### src/logic/boec_pkg.sv
// Constants, carrier types and the event-code map of the branch outcome event classifier.
// Assumes one core clock, and branch outcomes that arrive on that clock from the branch pipeline.
package boec_pkg;
  localparam logic [31:0] BOEC_CTR_BASE      = 32'h0000_0000;
  localparam logic [31:0] BOEC_CTR_STRIDE    = 32'h0000_0010;
  localparam logic [3:0]  BOEC_OFF_CFG       = 4'h0;
  localparam logic [3:0]  BOEC_OFF_COUNT     = 4'h4;
  localparam int          BOEC_NUM_CTR       = 4;
  localparam int          BOEC_FIRST_CTR     = 4;
  localparam int          BOEC_CFG_CODE_LSB  = 0;
  localparam int          BOEC_CFG_UMASK_LSB = 8;
  localparam int          BOEC_CFG_EN_BIT    = 16;
  localparam int          BOEC_CFG_IAR_BIT   = 17;
  localparam int          BOEC_CFG_OPC_BIT   = 18;
  localparam int          BOEC_CFG_DAR_BIT   = 19;
  localparam logic [31:0] BOEC_CFG_RESET     = 32'h0000_0000;
  localparam logic [31:0] BOEC_CFG_WMASK     = 32'h000F_0FFF;
  localparam logic [7:0]  BOEC_CODE_MULTIWAY = 8'h0E;
  localparam logic [7:0]  BOEC_CODE_PATH     = 8'h0F;
  localparam logic [3:0]  BOEC_UM_MW_ALL        = 4'h0;
  localparam logic [3:0]  BOEC_UM_MW_CORRECT    = 4'h1;
  localparam logic [3:0]  BOEC_UM_MW_WPATH      = 4'h2;
  localparam logic [3:0]  BOEC_UM_MW_WTARGET    = 4'h3;
  localparam logic [3:0]  BOEC_UM_MW_NT_ALL     = 4'h8;
  localparam logic [3:0]  BOEC_UM_MW_NT_CORRECT = 4'h9;
  localparam logic [3:0]  BOEC_UM_MW_NT_WPATH   = 4'hA;
  localparam logic [3:0]  BOEC_UM_MW_NT_WTARGET = 4'hB;
  localparam logic [3:0]  BOEC_UM_MW_TK_ALL     = 4'hC;
  localparam logic [3:0]  BOEC_UM_MW_TK_CORRECT = 4'hD;
  localparam logic [3:0]  BOEC_UM_MW_TK_WPATH   = 4'hE;
  localparam logic [3:0]  BOEC_UM_MW_TK_WTARGET = 4'hF;
  localparam logic [3:0]  BOEC_UM_ANY_NT_WRONG  = 4'h0;
  localparam logic [3:0]  BOEC_UM_ANY_TK_WRONG  = 4'h1;
  localparam logic [3:0]  BOEC_UM_ANY_NT_OK     = 4'h2;
  localparam logic [3:0]  BOEC_UM_ANY_TK_OK     = 4'h3;
  localparam logic [3:0]  BOEC_UM_S1_NT_WRONG   = 4'h4;
  localparam logic [3:0]  BOEC_UM_S1_TK_WRONG   = 4'h5;
  localparam logic [3:0]  BOEC_UM_S1_NT_OK      = 4'h6;
  localparam logic [3:0]  BOEC_UM_S1_TK_OK      = 4'h7;
  localparam logic [3:0]  BOEC_UM_S2_NT_OK      = 4'hA;

  typedef enum logic [1:0] {BOEC_STG_FIRST, BOEC_STG_SECOND, BOEC_STG_THIRD} boec_stage_e;

  // One branch resolution from the pipeline; valid for exactly one cycle
  typedef struct packed {
    logic        valid;
    logic        multiway;
    logic        any_taken;
    logic        pred_taken;
    logic        wrong_path;
    logic        wrong_target;
    boec_stage_e stage;
    logic        iar_match;
    logic        opc_match;
  } boec_outcome_s;

  typedef struct packed {
    logic        psel;
    logic        penable;
    logic        pwrite;
    logic [31:0] paddr;
    logic [31:0] pwdata;
  } boec_apb_req_s;
endpackage

### src/logic/boec_classifier.sv
// Branch outcome classifier with four event counters on an APB slave.
// Assumes outcome inputs are synchronous to mclk and pulse once per resolved branch or bundle.
`timescale 1ns/1ps
module boec_classifier
  import boec_pkg::*;
(
  input  wire logic                    mclk,
  input  wire logic                    reset_n,
  input  wire boec_pkg::boec_outcome_s outcome,
  input  wire boec_pkg::boec_apb_req_s apb_req,
  output logic                         pready,
  output logic [31:0]                  prdata,
  output logic                         pslverr,
  output logic [3:0]                   inc_pulse
);
  import boec_pkg::*;

  logic [31:0] cfg_q   [BOEC_NUM_CTR];
  logic [31:0] count_q [BOEC_NUM_CTR];
  logic        pready_q;
  logic [31:0] prdata_q;
  logic        pslverr_q;
  logic [3:0]  inc_q;

  // Code 0E uses mw_ev and mw_ok; code 0F uses br_ev, s1 and s2
  wire mw_ev  = outcome.valid && outcome.multiway;
  wire br_ev  = outcome.valid && !outcome.multiway;
  wire mw_ok  = !outcome.wrong_path && !outcome.wrong_target;
  wire s1     = outcome.stage == BOEC_STG_FIRST;
  wire s2     = outcome.stage == BOEC_STG_SECOND;

  // Hits for code 0E, indexed by unit mask
  logic [15:0] mw_hit;
  assign mw_hit[BOEC_UM_MW_ALL]        = mw_ev;
  assign mw_hit[BOEC_UM_MW_CORRECT]    = mw_ev && mw_ok;
  assign mw_hit[BOEC_UM_MW_WPATH]      = mw_ev && outcome.wrong_path;
  assign mw_hit[BOEC_UM_MW_WTARGET]    = mw_ev && outcome.any_taken && outcome.wrong_target;
  assign mw_hit[4]                     = 1'b0;
  assign mw_hit[5]                     = 1'b0;
  assign mw_hit[6]                     = 1'b0;
  assign mw_hit[7]                     = 1'b0;
  assign mw_hit[BOEC_UM_MW_NT_ALL]     = mw_ev && !outcome.any_taken;
  assign mw_hit[BOEC_UM_MW_NT_CORRECT] = mw_ev && !outcome.any_taken && mw_ok;
  assign mw_hit[BOEC_UM_MW_NT_WPATH]   = mw_ev && !outcome.any_taken && outcome.wrong_path;
  // No target exists on an all-not-taken bundle
  assign mw_hit[BOEC_UM_MW_NT_WTARGET] = 1'b0;
  assign mw_hit[BOEC_UM_MW_TK_ALL]     = mw_ev && outcome.any_taken;
  assign mw_hit[BOEC_UM_MW_TK_CORRECT] = mw_ev && outcome.any_taken && mw_ok;
  assign mw_hit[BOEC_UM_MW_TK_WPATH]   = mw_ev && outcome.any_taken && outcome.wrong_path;
  assign mw_hit[BOEC_UM_MW_TK_WTARGET] = mw_hit[BOEC_UM_MW_WTARGET];

  // Hits for code 0F; actual outcome is any_taken
  wire nt_ok    = br_ev && !outcome.any_taken && !outcome.pred_taken;
  wire tk_ok    = br_ev && outcome.any_taken && outcome.pred_taken;
  logic [15:0] pt_hit;
  assign pt_hit[BOEC_UM_ANY_NT_WRONG] = br_ev && !outcome.any_taken && outcome.pred_taken;
  assign pt_hit[BOEC_UM_ANY_TK_WRONG] = br_ev && outcome.any_taken && !outcome.pred_taken;
  assign pt_hit[BOEC_UM_ANY_NT_OK]    = nt_ok;
  assign pt_hit[BOEC_UM_ANY_TK_OK]    = tk_ok;
  assign pt_hit[BOEC_UM_S1_NT_WRONG]  = pt_hit[BOEC_UM_ANY_NT_WRONG] && s1;
  // First stage only predicts taken, so these stay silent
  assign pt_hit[BOEC_UM_S1_TK_WRONG]  = 1'b0;
  assign pt_hit[BOEC_UM_S1_NT_OK]     = 1'b0;
  assign pt_hit[BOEC_UM_S1_TK_OK]     = tk_ok && s1;
  assign pt_hit[8]                    = 1'b0;
  assign pt_hit[9]                    = 1'b0;
  assign pt_hit[BOEC_UM_S2_NT_OK]     = nt_ok && s2;
  assign pt_hit[11]                   = 1'b0;
  assign pt_hit[12]                   = 1'b0;
  assign pt_hit[13]                   = 1'b0;
  assign pt_hit[14]                   = 1'b0;
  assign pt_hit[15]                   = 1'b0;

  function automatic logic ctr_hit(input logic [31:0] cfg, input logic [15:0] mw,
                                   input logic [15:0] pt, input boec_outcome_s o);
    logic [7:0] code;
    logic [3:0] um;
    logic       qual;
    code = cfg[BOEC_CFG_CODE_LSB +: 8];
    um   = cfg[BOEC_CFG_UMASK_LSB +: 4];
    // Data-address qualification bit is ignored here
    qual = (!cfg[BOEC_CFG_IAR_BIT] || o.iar_match) && (!cfg[BOEC_CFG_OPC_BIT] || o.opc_match);
    ctr_hit = cfg[BOEC_CFG_EN_BIT] && qual &&
              (((code == BOEC_CODE_MULTIWAY) && mw[um]) ||
               ((code == BOEC_CODE_PATH) && pt[um]));
  endfunction

  logic [3:0] hit_d;
  always_comb
  begin
    for (int i = 0; i < BOEC_NUM_CTR; i++)
    begin
      hit_d[i] = ctr_hit(cfg_q[i], mw_hit, pt_hit, outcome);
    end
  end

  // APB decode: zero-wait, unmapped offsets answer with slverr
  wire        setup    = apb_req.psel && !apb_req.penable;
  wire        access   = apb_req.psel && apb_req.penable && pready_q;
  wire [31:0] rel      = apb_req.paddr - BOEC_CTR_BASE;
  wire [1:0]  sel_ctr  = rel[5:4];
  wire [3:0]  sel_off  = rel[3:0];
  wire        in_range = (apb_req.paddr >= BOEC_CTR_BASE) &&
                         (rel < (BOEC_CTR_STRIDE * BOEC_NUM_CTR));
  wire        is_cfg   = in_range && (sel_off == BOEC_OFF_CFG);
  wire        is_cnt   = in_range && (sel_off == BOEC_OFF_COUNT);
  wire        mapped   = is_cfg || is_cnt;
  wire [31:0] rd_val   = is_cfg ? cfg_q[sel_ctr] : (is_cnt ? count_q[sel_ctr] : 32'h0000_0000);
  wire        wr_cfg   = access && apb_req.pwrite && is_cfg;
  wire        wr_cnt   = access && apb_req.pwrite && is_cnt;

  always_ff @(posedge mclk or negedge reset_n)
  begin
    if (!reset_n)
    begin
      pready_q  <= 1'b0;
      prdata_q  <= 32'h0000_0000;
      pslverr_q <= 1'b0;
    end
    else
    begin
      pready_q  <= setup;
      pslverr_q <= setup && !mapped;
      prdata_q  <= (setup && !apb_req.pwrite) ? rd_val : 32'h0000_0000;
    end
  end

  // One increment per cycle per counter; a software write wins
  always_ff @(posedge mclk or negedge reset_n)
  begin
    if (!reset_n)
    begin
      inc_q <= 4'h0;
      for (int i = 0; i < BOEC_NUM_CTR; i++)
      begin
        cfg_q[i]   <= BOEC_CFG_RESET;
        count_q[i] <= 32'h0000_0000;
      end
    end
    else
    begin
      inc_q <= hit_d;
      for (int i = 0; i < BOEC_NUM_CTR; i++)
      begin
        if (wr_cfg && (sel_ctr == i[1:0]))
          cfg_q[i] <= apb_req.pwdata & BOEC_CFG_WMASK;
        if (wr_cnt && (sel_ctr == i[1:0]))
          count_q[i] <= apb_req.pwdata;
        else if (hit_d[i])
          count_q[i] <= count_q[i] + 32'h0000_0001;
      end
    end
  end

  assign pready    = pready_q;
  assign prdata    = prdata_q;
  assign pslverr   = pslverr_q;
  assign inc_pulse = inc_q;

  a_nt_target_zero: assert property (@(posedge mclk) disable iff (!reset_n)
    (cfg_q[0][7:0] == 8'h0E && cfg_q[0][11:8] == 4'hB) |=> !inc_pulse[0])
    else $error("not-taken wrong-target counted");
  a_s1_never_nt: assert property (@(posedge mclk) disable iff (!reset_n)
    (cfg_q[0][7:0] == 8'h0F && (cfg_q[0][11:8] == 4'h6 || cfg_q[0][11:8] == 4'h5)) |=> !inc_pulse[0])
    else $error("first-stage zero event counted");
  a_tk_target_same: assert property (@(posedge mclk) disable iff (!reset_n)
    mw_hit[BOEC_UM_MW_TK_WTARGET] == (mw_hit[BOEC_UM_MW_TK_ALL] && outcome.wrong_target))
    else $error("taken wrong-target differs");
  a_nt_all_count: assert property (@(posedge mclk) disable iff (!reset_n)
    (hit_d[0] && cfg_q[0][11:0] == 12'h80E) |-> (outcome.multiway && !outcome.any_taken))
    else $error("not-taken bundle miscounted");
  a_tk_all_count: assert property (@(posedge mclk) disable iff (!reset_n)
    (cfg_q[0][16] && cfg_q[0][19:17] == 3'b000 && cfg_q[0][11:0] == 12'hC0E
     && outcome.valid && outcome.multiway && outcome.any_taken) |=> inc_pulse[0])
    else $error("taken bundle missed");
  a_nt_ok_any: assert property (@(posedge mclk) disable iff (!reset_n)
    (cfg_q[1][16] && cfg_q[1][19:17] == 3'b000 && cfg_q[1][11:0] == 12'h20F && nt_ok) |=> inc_pulse[1])
    else $error("correct not-taken missed");
  a_tk_ok_target: assert property (@(posedge mclk) disable iff (!reset_n)
    (br_ev && outcome.any_taken && outcome.pred_taken && outcome.wrong_target) |-> pt_hit[BOEC_UM_ANY_TK_OK])
    else $error("taken correct dropped on wrong target");
  a_wrong_pred: assert property (@(posedge mclk) disable iff (!reset_n)
    pt_hit[1] |-> (outcome.any_taken && !outcome.pred_taken))
    else $error("wrong not-taken event mis-decoded");
  a_count_step: assert property (@(posedge mclk) disable iff (!reset_n)
    (hit_d[2] && !wr_cnt) |=> count_q[2] == $past(count_q[2]) + 32'h0000_0001)
    else $error("counter step wrong");
  a_mw_correct: assert property (@(posedge mclk) disable iff (!reset_n)
    mw_hit[1] |-> !outcome.wrong_path && !outcome.wrong_target)
    else $error("flushed bundle counted correct");
  a_exact_match: assert property (@(posedge mclk) disable iff (!reset_n)
    hit_d[3] |-> (cfg_q[3][7:0] == 8'h0E || cfg_q[3][7:0] == 8'h0F))
    else $error("increment without code match");

  // Multiway split: not-taken and taken bundles partition the base event
  a_mw_all_hit: assert property (@(posedge mclk) disable iff (!reset_n)
    (outcome.valid && outcome.multiway) |-> mw_hit[BOEC_UM_MW_ALL])
    else $error("multiway bundle not counted");
  a_mw_all_only: assert property (@(posedge mclk) disable iff (!reset_n)
    mw_hit[BOEC_UM_MW_ALL] |-> (outcome.valid && outcome.multiway))
    else $error("multiway event without a bundle");
  a_mw_split_sum: assert property (@(posedge mclk) disable iff (!reset_n)
    mw_hit[BOEC_UM_MW_ALL] == (mw_hit[BOEC_UM_MW_NT_ALL] || mw_hit[BOEC_UM_MW_TK_ALL]))
    else $error("bundle split lost an event");
  a_mw_split_excl: assert property (@(posedge mclk) disable iff (!reset_n)
    !(mw_hit[BOEC_UM_MW_NT_ALL] && mw_hit[BOEC_UM_MW_TK_ALL]))
    else $error("bundle both taken and not taken");
  a_nt_correct_sub: assert property (@(posedge mclk) disable iff (!reset_n)
    mw_hit[BOEC_UM_MW_NT_CORRECT] |-> (mw_hit[BOEC_UM_MW_NT_ALL] && mw_hit[BOEC_UM_MW_CORRECT]))
    else $error("not-taken correct outside its parents");
  a_nt_wpath_sub: assert property (@(posedge mclk) disable iff (!reset_n)
    mw_hit[BOEC_UM_MW_NT_WPATH] |-> (mw_hit[BOEC_UM_MW_NT_ALL] && mw_hit[BOEC_UM_MW_WPATH]))
    else $error("not-taken wrong-predicate outside its parents");
  a_tk_correct_sub: assert property (@(posedge mclk) disable iff (!reset_n)
    mw_hit[BOEC_UM_MW_TK_CORRECT] |-> (mw_hit[BOEC_UM_MW_TK_ALL] && mw_hit[BOEC_UM_MW_CORRECT]))
    else $error("taken correct outside its parents");
  a_tk_wpath_sub: assert property (@(posedge mclk) disable iff (!reset_n)
    mw_hit[BOEC_UM_MW_TK_WPATH] |-> (mw_hit[BOEC_UM_MW_TK_ALL] && mw_hit[BOEC_UM_MW_WPATH]))
    else $error("taken wrong-predicate outside its parents");
  a_mw_correct_hit: assert property (@(posedge mclk) disable iff (!reset_n)
    (outcome.valid && outcome.multiway && !outcome.wrong_path && !outcome.wrong_target)
      |-> mw_hit[BOEC_UM_MW_CORRECT])
    else $error("clean bundle not counted correct");
  a_wtarget_taken: assert property (@(posedge mclk) disable iff (!reset_n)
    mw_hit[BOEC_UM_MW_WTARGET] |-> (outcome.any_taken && outcome.wrong_target))
    else $error("wrong target without a taken branch");

  // Path decode: every plain branch lands in exactly one any-predictor class
  a_path_onehot: assert property (@(posedge mclk) disable iff (!reset_n)
    (outcome.valid && !outcome.multiway) |-> $onehot(pt_hit[3:0]))
    else $error("branch not in exactly one class");
  a_path_no_mw: assert property (@(posedge mclk) disable iff (!reset_n)
    outcome.multiway |-> (pt_hit == 16'h0000))
    else $error("path event on a multiway bundle");
  a_any_nt_wrong: assert property (@(posedge mclk) disable iff (!reset_n)
    (br_ev && !outcome.any_taken && outcome.pred_taken) |-> pt_hit[BOEC_UM_ANY_NT_WRONG])
    else $error("wrong taken prediction missed");
  a_nt_ok_only: assert property (@(posedge mclk) disable iff (!reset_n)
    pt_hit[BOEC_UM_ANY_NT_OK] |-> (!outcome.any_taken && !outcome.pred_taken))
    else $error("correct not-taken mis-decoded");
  a_s1_nt_hit: assert property (@(posedge mclk) disable iff (!reset_n)
    (br_ev && !outcome.any_taken && outcome.pred_taken && outcome.stage == BOEC_STG_FIRST)
      |-> pt_hit[BOEC_UM_S1_NT_WRONG])
    else $error("first-stage wrong taken missed");
  a_s1_nt_only: assert property (@(posedge mclk) disable iff (!reset_n)
    pt_hit[BOEC_UM_S1_NT_WRONG] |-> (!outcome.any_taken && outcome.stage == BOEC_STG_FIRST))
    else $error("first-stage wrong taken mis-decoded");
  a_s1_tk_hit: assert property (@(posedge mclk) disable iff (!reset_n)
    (br_ev && outcome.any_taken && outcome.pred_taken && outcome.stage == BOEC_STG_FIRST)
      |-> pt_hit[BOEC_UM_S1_TK_OK])
    else $error("first-stage correct taken missed");
  a_s1_tk_only: assert property (@(posedge mclk) disable iff (!reset_n)
    pt_hit[BOEC_UM_S1_TK_OK] |-> (outcome.any_taken && outcome.stage == BOEC_STG_FIRST))
    else $error("first-stage correct taken mis-decoded");
  a_s2_nt_hit: assert property (@(posedge mclk) disable iff (!reset_n)
    (br_ev && !outcome.any_taken && !outcome.pred_taken && outcome.stage == BOEC_STG_SECOND)
      |-> pt_hit[BOEC_UM_S2_NT_OK])
    else $error("second-stage correct not-taken missed");
  a_s2_nt_only: assert property (@(posedge mclk) disable iff (!reset_n)
    pt_hit[BOEC_UM_S2_NT_OK] |-> (!outcome.pred_taken && outcome.stage == BOEC_STG_SECOND))
    else $error("second-stage correct not-taken mis-decoded");
  a_s1_zero_pulse: assert property (@(posedge mclk) disable iff (!reset_n)
    (cfg_q[2][BOEC_CFG_CODE_LSB +: 8] == BOEC_CODE_PATH && cfg_q[2][BOEC_CFG_UMASK_LSB +: 4] == BOEC_UM_S1_TK_WRONG)
      |=> !inc_pulse[2])
    else $error("first-stage zero event pulsed");

  // Qualification and counter updates
  a_iar_gate: assert property (@(posedge mclk) disable iff (!reset_n)
    (cfg_q[2][BOEC_CFG_IAR_BIT] && !outcome.iar_match) |-> !hit_d[2])
    else $error("address-range qualifier ignored");
  a_opc_gate: assert property (@(posedge mclk) disable iff (!reset_n)
    (cfg_q[0][BOEC_CFG_OPC_BIT] && !outcome.opc_match) |-> !hit_d[0])
    else $error("opcode qualifier ignored");
  a_dar_ignored: assert property (@(posedge mclk) disable iff (!reset_n)
    (cfg_q[1][BOEC_CFG_EN_BIT +: 4] == 4'h9 && cfg_q[1][11:0] == {BOEC_UM_ANY_NT_OK, BOEC_CODE_PATH} && nt_ok)
      |=> inc_pulse[1])
    else $error("data-range bit blocked an event");
  a_disabled_quiet: assert property (@(posedge mclk) disable iff (!reset_n)
    !cfg_q[2][BOEC_CFG_EN_BIT] |-> !hit_d[2])
    else $error("disabled counter hit");
  a_count_hold: assert property (@(posedge mclk) disable iff (!reset_n)
    (!hit_d[1] && !wr_cnt) |=> (count_q[1] == $past(count_q[1])))
    else $error("counter moved without an event");
  a_count_write: assert property (@(posedge mclk) disable iff (!reset_n)
    (wr_cnt && sel_ctr == 2'h0) |=> (count_q[0] == $past(apb_req.pwdata)))
    else $error("count write lost");
  a_cfg_write: assert property (@(posedge mclk) disable iff (!reset_n)
    (wr_cfg && sel_ctr == 2'h3) |=> (cfg_q[3] == ($past(apb_req.pwdata) & BOEC_CFG_WMASK)))
    else $error("config write lost");
  a_pulse_count: assert property (@(posedge mclk) disable iff (!reset_n)
    (inc_pulse[3] && !($past(wr_cnt) && $past(sel_ctr) == 2'h3))
      |-> (count_q[3] == $past(count_q[3]) + 32'h0000_0001))
    else $error("pulse without count step");

  // Register bus answer timing
  a_ready_pulse: assert property (@(posedge mclk) disable iff (!reset_n)
    pready |=> !pready)
    else $error("ready held too long");
  a_ready_after_setup: assert property (@(posedge mclk) disable iff (!reset_n)
    (apb_req.psel && !apb_req.penable) |=> pready)
    else $error("ready missing after setup");
  a_err_with_ready: assert property (@(posedge mclk) disable iff (!reset_n)
    pslverr |-> pready)
    else $error("error without ready");
  a_rdata_idle: assert property (@(posedge mclk) disable iff (!reset_n)
    !pready |-> (prdata == 32'h0000_0000))
    else $error("read data outside answer");
endmodule

### config.mk
export PLATFORM = sky130hd
export DESIGN_NAME = boec_classifier
export DESIGN_NICKNAME = d
export VERILOG_FILES = /design/src/logic/boec_pkg.sv /design/src/logic/boec_classifier.sv
export SDC_FILE = /design/constraint.sdc
export NUM_CORES = 1
export LEC_CHECK = 0
export ABC_CLOCK_PERIOD_IN_PS = 6500
export BUFFER_PORTS_ARGS = -buffer_cell sky130_fd_sc_hd__buf_2
export CAP_MARGIN = 20
export CORE_ASPECT_RATIO = 1.5
export CORE_MARGIN = 1
export CORE_UTILIZATION = 24
export CTS_BUF_LIST = sky130_fd_sc_hd__clkbuf_16
export CTS_CLUSTER_DIAMETER = 100
export CTS_CLUSTER_SIZE = 20
export DETAILED_ROUTE_END_ITERATION = 16
export PLACE_DENSITY = 0.44
export RECOVER_POWER = 50
export REMOVE_ABC_BUFFERS = 1
export SETUP_SLACK_MARGIN = 0.1
export SLEW_MARGIN = 0
export SYNTH_ARGS = -nofsm -noshare
export SYNTH_HDL_FRONTEND = slang
export SYNTH_SLANG_ARGS = --single-unit
### constraint.sdc
create_clock -name mclk -period 6.5 [get_ports mclk]
set_input_delay 0.325 -clock mclk [delete_from_list [all_inputs] [get_ports mclk]]
set_output_delay 0.325 -clock mclk [all_outputs]
set_load 0.05 [all_outputs]
==> results.md <==
* P per Cell Area at 165 mW/mm²
* Arr. time, crit path at 3.50 ns
* Core Region at between 0.05 and 0.06 mm²
* Top cell type's share of synthesized area at 41.1%
* Die Span Y at 298 µm
* Area of the die at 0.0593 mm²
* FF-to-FF path depth at 6
* Setup crit end kind: register
* Final Critical Period at 3.13 ns
* Cell variety after synth at 72
* Dpl ws at 3.31 ns
* Worst r2r dst: count_q[62]
* Worst Setup Start Kind: register
* Fin worst setup slack at 3.37 ns
* TritonCTS clock tree: done
* CTS root buf: clkbuf_16
* N_diodes at 0
* Worst-Margin Slew at 1.30 ns
* Final setup viols at 0
* Clock Path Buffers at 3
* Area grow syn2layout at 12.7%
* Slew HR at 13.4%
* Worst R2R Setup Slack at between 3 and 4 ns
* Cells after Synth at 1409
* Leak pwr at 6.31 nW
* Final clock skew at between 0.015 and 0.02 ns
* HPWL after DPL at 37.5 mm
* Vias at 11636
* Reg-to-reg startpoint: count_q[39]
* Hold wc startpoint: apb_req[66]
* FILL cells at 6125
* Nets at 1563
* RSZ-0062 raised after global routing: no
* Syn Std Cell Area at 0.0140 mm²
* # rows at approximately 110
* Synthesized area per cell at 9.94 µm²
* First-pass GRT wire length at 77.7 mm
* Max-Cap Viols at 0
* Multi-input logic area at 0.00776 mm²
* CTS HTree Levels at 1
* Final hold viol count at 0
* Largest net degree at the start of global routing at 142
* Register area at 0.00576 mm²
* Routability cong. at 0.868
* Vias in the first global route at between 10000 and 15000
* GRT Util Overall at 17.6%
* Wirelength, routed at slightly above 50 mm
* Most common cell after layout, fill and taps aside: dfrtp_1
* Io pins at roughly 120
* Fin Setup TNS at 0 ns
* DRT antenna net count at 0
* Async SR Flop Fraction at 100%
* CTS buffer count at 15
* Clock Latency Late Sink at 0.51 ns
* Commonest non-fill, non-tap cells in the layout: dfrtp_1, nand2_1, nor2_1
* Final total power at 2.60 mW
* WHS Endpoint: pready
* Via density at 5.17
* Post CTS Setup Buffer Count at 0
* Synth Warn # at 0
* Max Clk Rate at 320 MHz
* Leading area contributor after synthesis: dfrtp_1
* DRC at 0
* Crit path kind: register to register
* Final Max Slew Viols at 0
* Maximum vdd drop at around 120 µV
* Worst Hold Class: input pin to register
* Register area share after synthesis at 41.1%
* Worst-path clk slew at about 0.1 ns
* Total grt overflow at 0
* CP required at approximately 6.9 ns
* Status: finished, final reports clean
* Initial DRC Count at 754
* Post-DR wirelength/cell at 23.0 µm
* EDFF count, synth at 0
* Die width at 199 µm
* Crit-path max FO at 10
* Share of cells above drive strength 1 at ~18%
* Initial antenna violation count at 2
* Input/output buffers at 116
* Clock sink count at 230
* Final Cycle Share at 48.1%
* Hold Path Cell Cnt at 3
* Initial core utilization at about 24%
* #FFs+latches synth at 230
* DRT Pass-1 Iters at 5
* Largest cells by area after synthesis: dfrtp_1, mux4_2, mux2_2
* Top_reg_cell synth: dfrtp_1
==> worst max-delay path: stages (launching register included) <==
cell and delay (ns):
dfrtp_1 0.48, nand4_1 0.45, nor4_4 0.75, nand3_1 0.25
a2111oi_0 0.79, xnor2_1 0.19, a21oi_1 0.08
==> power by group <==
group          leakage, nW  total, mW  switching (mW)  internal (mW)
logic                 3.00      0.182           0.123         0.0595
clock network        0.196      0.962           0.542          0.421
registers             3.12       1.46          0.0173           1.44
total                 6.31       2.60           0.682           1.92
==> synth_stat cells (all sizes together), types with 6 or more instances <==
cell     count
dfrtp      230
nand2      133
nor2       120
a21oi      109
mux2        76
nand3       66
clkbuf      64
xnor2       61
mux4        48
inv         37
a31oi       31
a2111oi     29
a211oi      26
nor2b       26
o21ai       25
and3        24
nand4       24
or4         24
buf         23
and2        21
mux2i       21
or3         21
nor4        17
nor3        15
and4        14
o31ai       12
o2111ai     11
o211a       11
xor2        11
a21boi       8
nand3b       6
o211ai       6
==> stage by stage <==
step           util [%]  hold WS, ns  instances  instance area, µm²
2_1_floorplan         -       0.0294       1322               13700
3_3_place_gp       26.7        0.370       2229               15400
3_5_place_dp       26.7        0.375       2229               15400
4_1_cts            27.4       0.0617       2248               15800
5_1_grt            27.4        0.107       2251               15800
6_report           27.4       0.0851       2251               15800
==> sequential cells by signal (all words and copies together) (netlist names) <==
name and flops:
prdata 32, pready 1, count_q 128, pslverr 1, cfg_q 64, inc_pulse 4
==> worst max path at each step <==
stage,from,to,cells after the start
floorplan,apb_req[43],count_q[3],5
global placement,outcome[7],count_q[5],7
detailed placement,outcome[7],count_q[5],7
CTS,count_q[39],count_q[62],6
global route,cfg_q[10],count_q[5],6
finish,count_q[39],count_q[62],6
==> kinds of logic (layout without fill, tap and decap cells) <==
kind of cell	after synthesis	count (layout)	synth area share (%)
buffers and inverters	125	197	3.53
xor gates and xnor gates	72	72	4.50
DFF	230	230	41.1
AOI/OAI and AO/OA	290	290	14.8
adders and majority gates	4	4	0.357
muxes	145	145	15.3
and+or+nand+nor	543	543	20.4
==> repair_timing <==
action                    in CTS  in global routing
hold endpoints to repair      89                  0
hold buffers                   1                  0
gates resized for setup        0                  0
==> metal layers <==
layer	up-vias	GRT usage, %	routed length (µm)
met3	79	1.72	1620
li1	5361	-	-
met2	234	33.2	28300
met4	4	7.67	2210
met5	-	0	26
met1	5958	19.5	19600
==> area by class of cell <==
type | instances | share of cell area (%)
multi-input combinational | 1054 | 49.2
sequential | 230 | 36.5
tap | 770 | 6.10
timing repair buffer | 141 | 4.86
clock buffer | 15 | 2.38
inverter | 38 | 0.904
clock inverter | 3 | 0.103
Note: power is estimated with default switching activity, not from simulation.
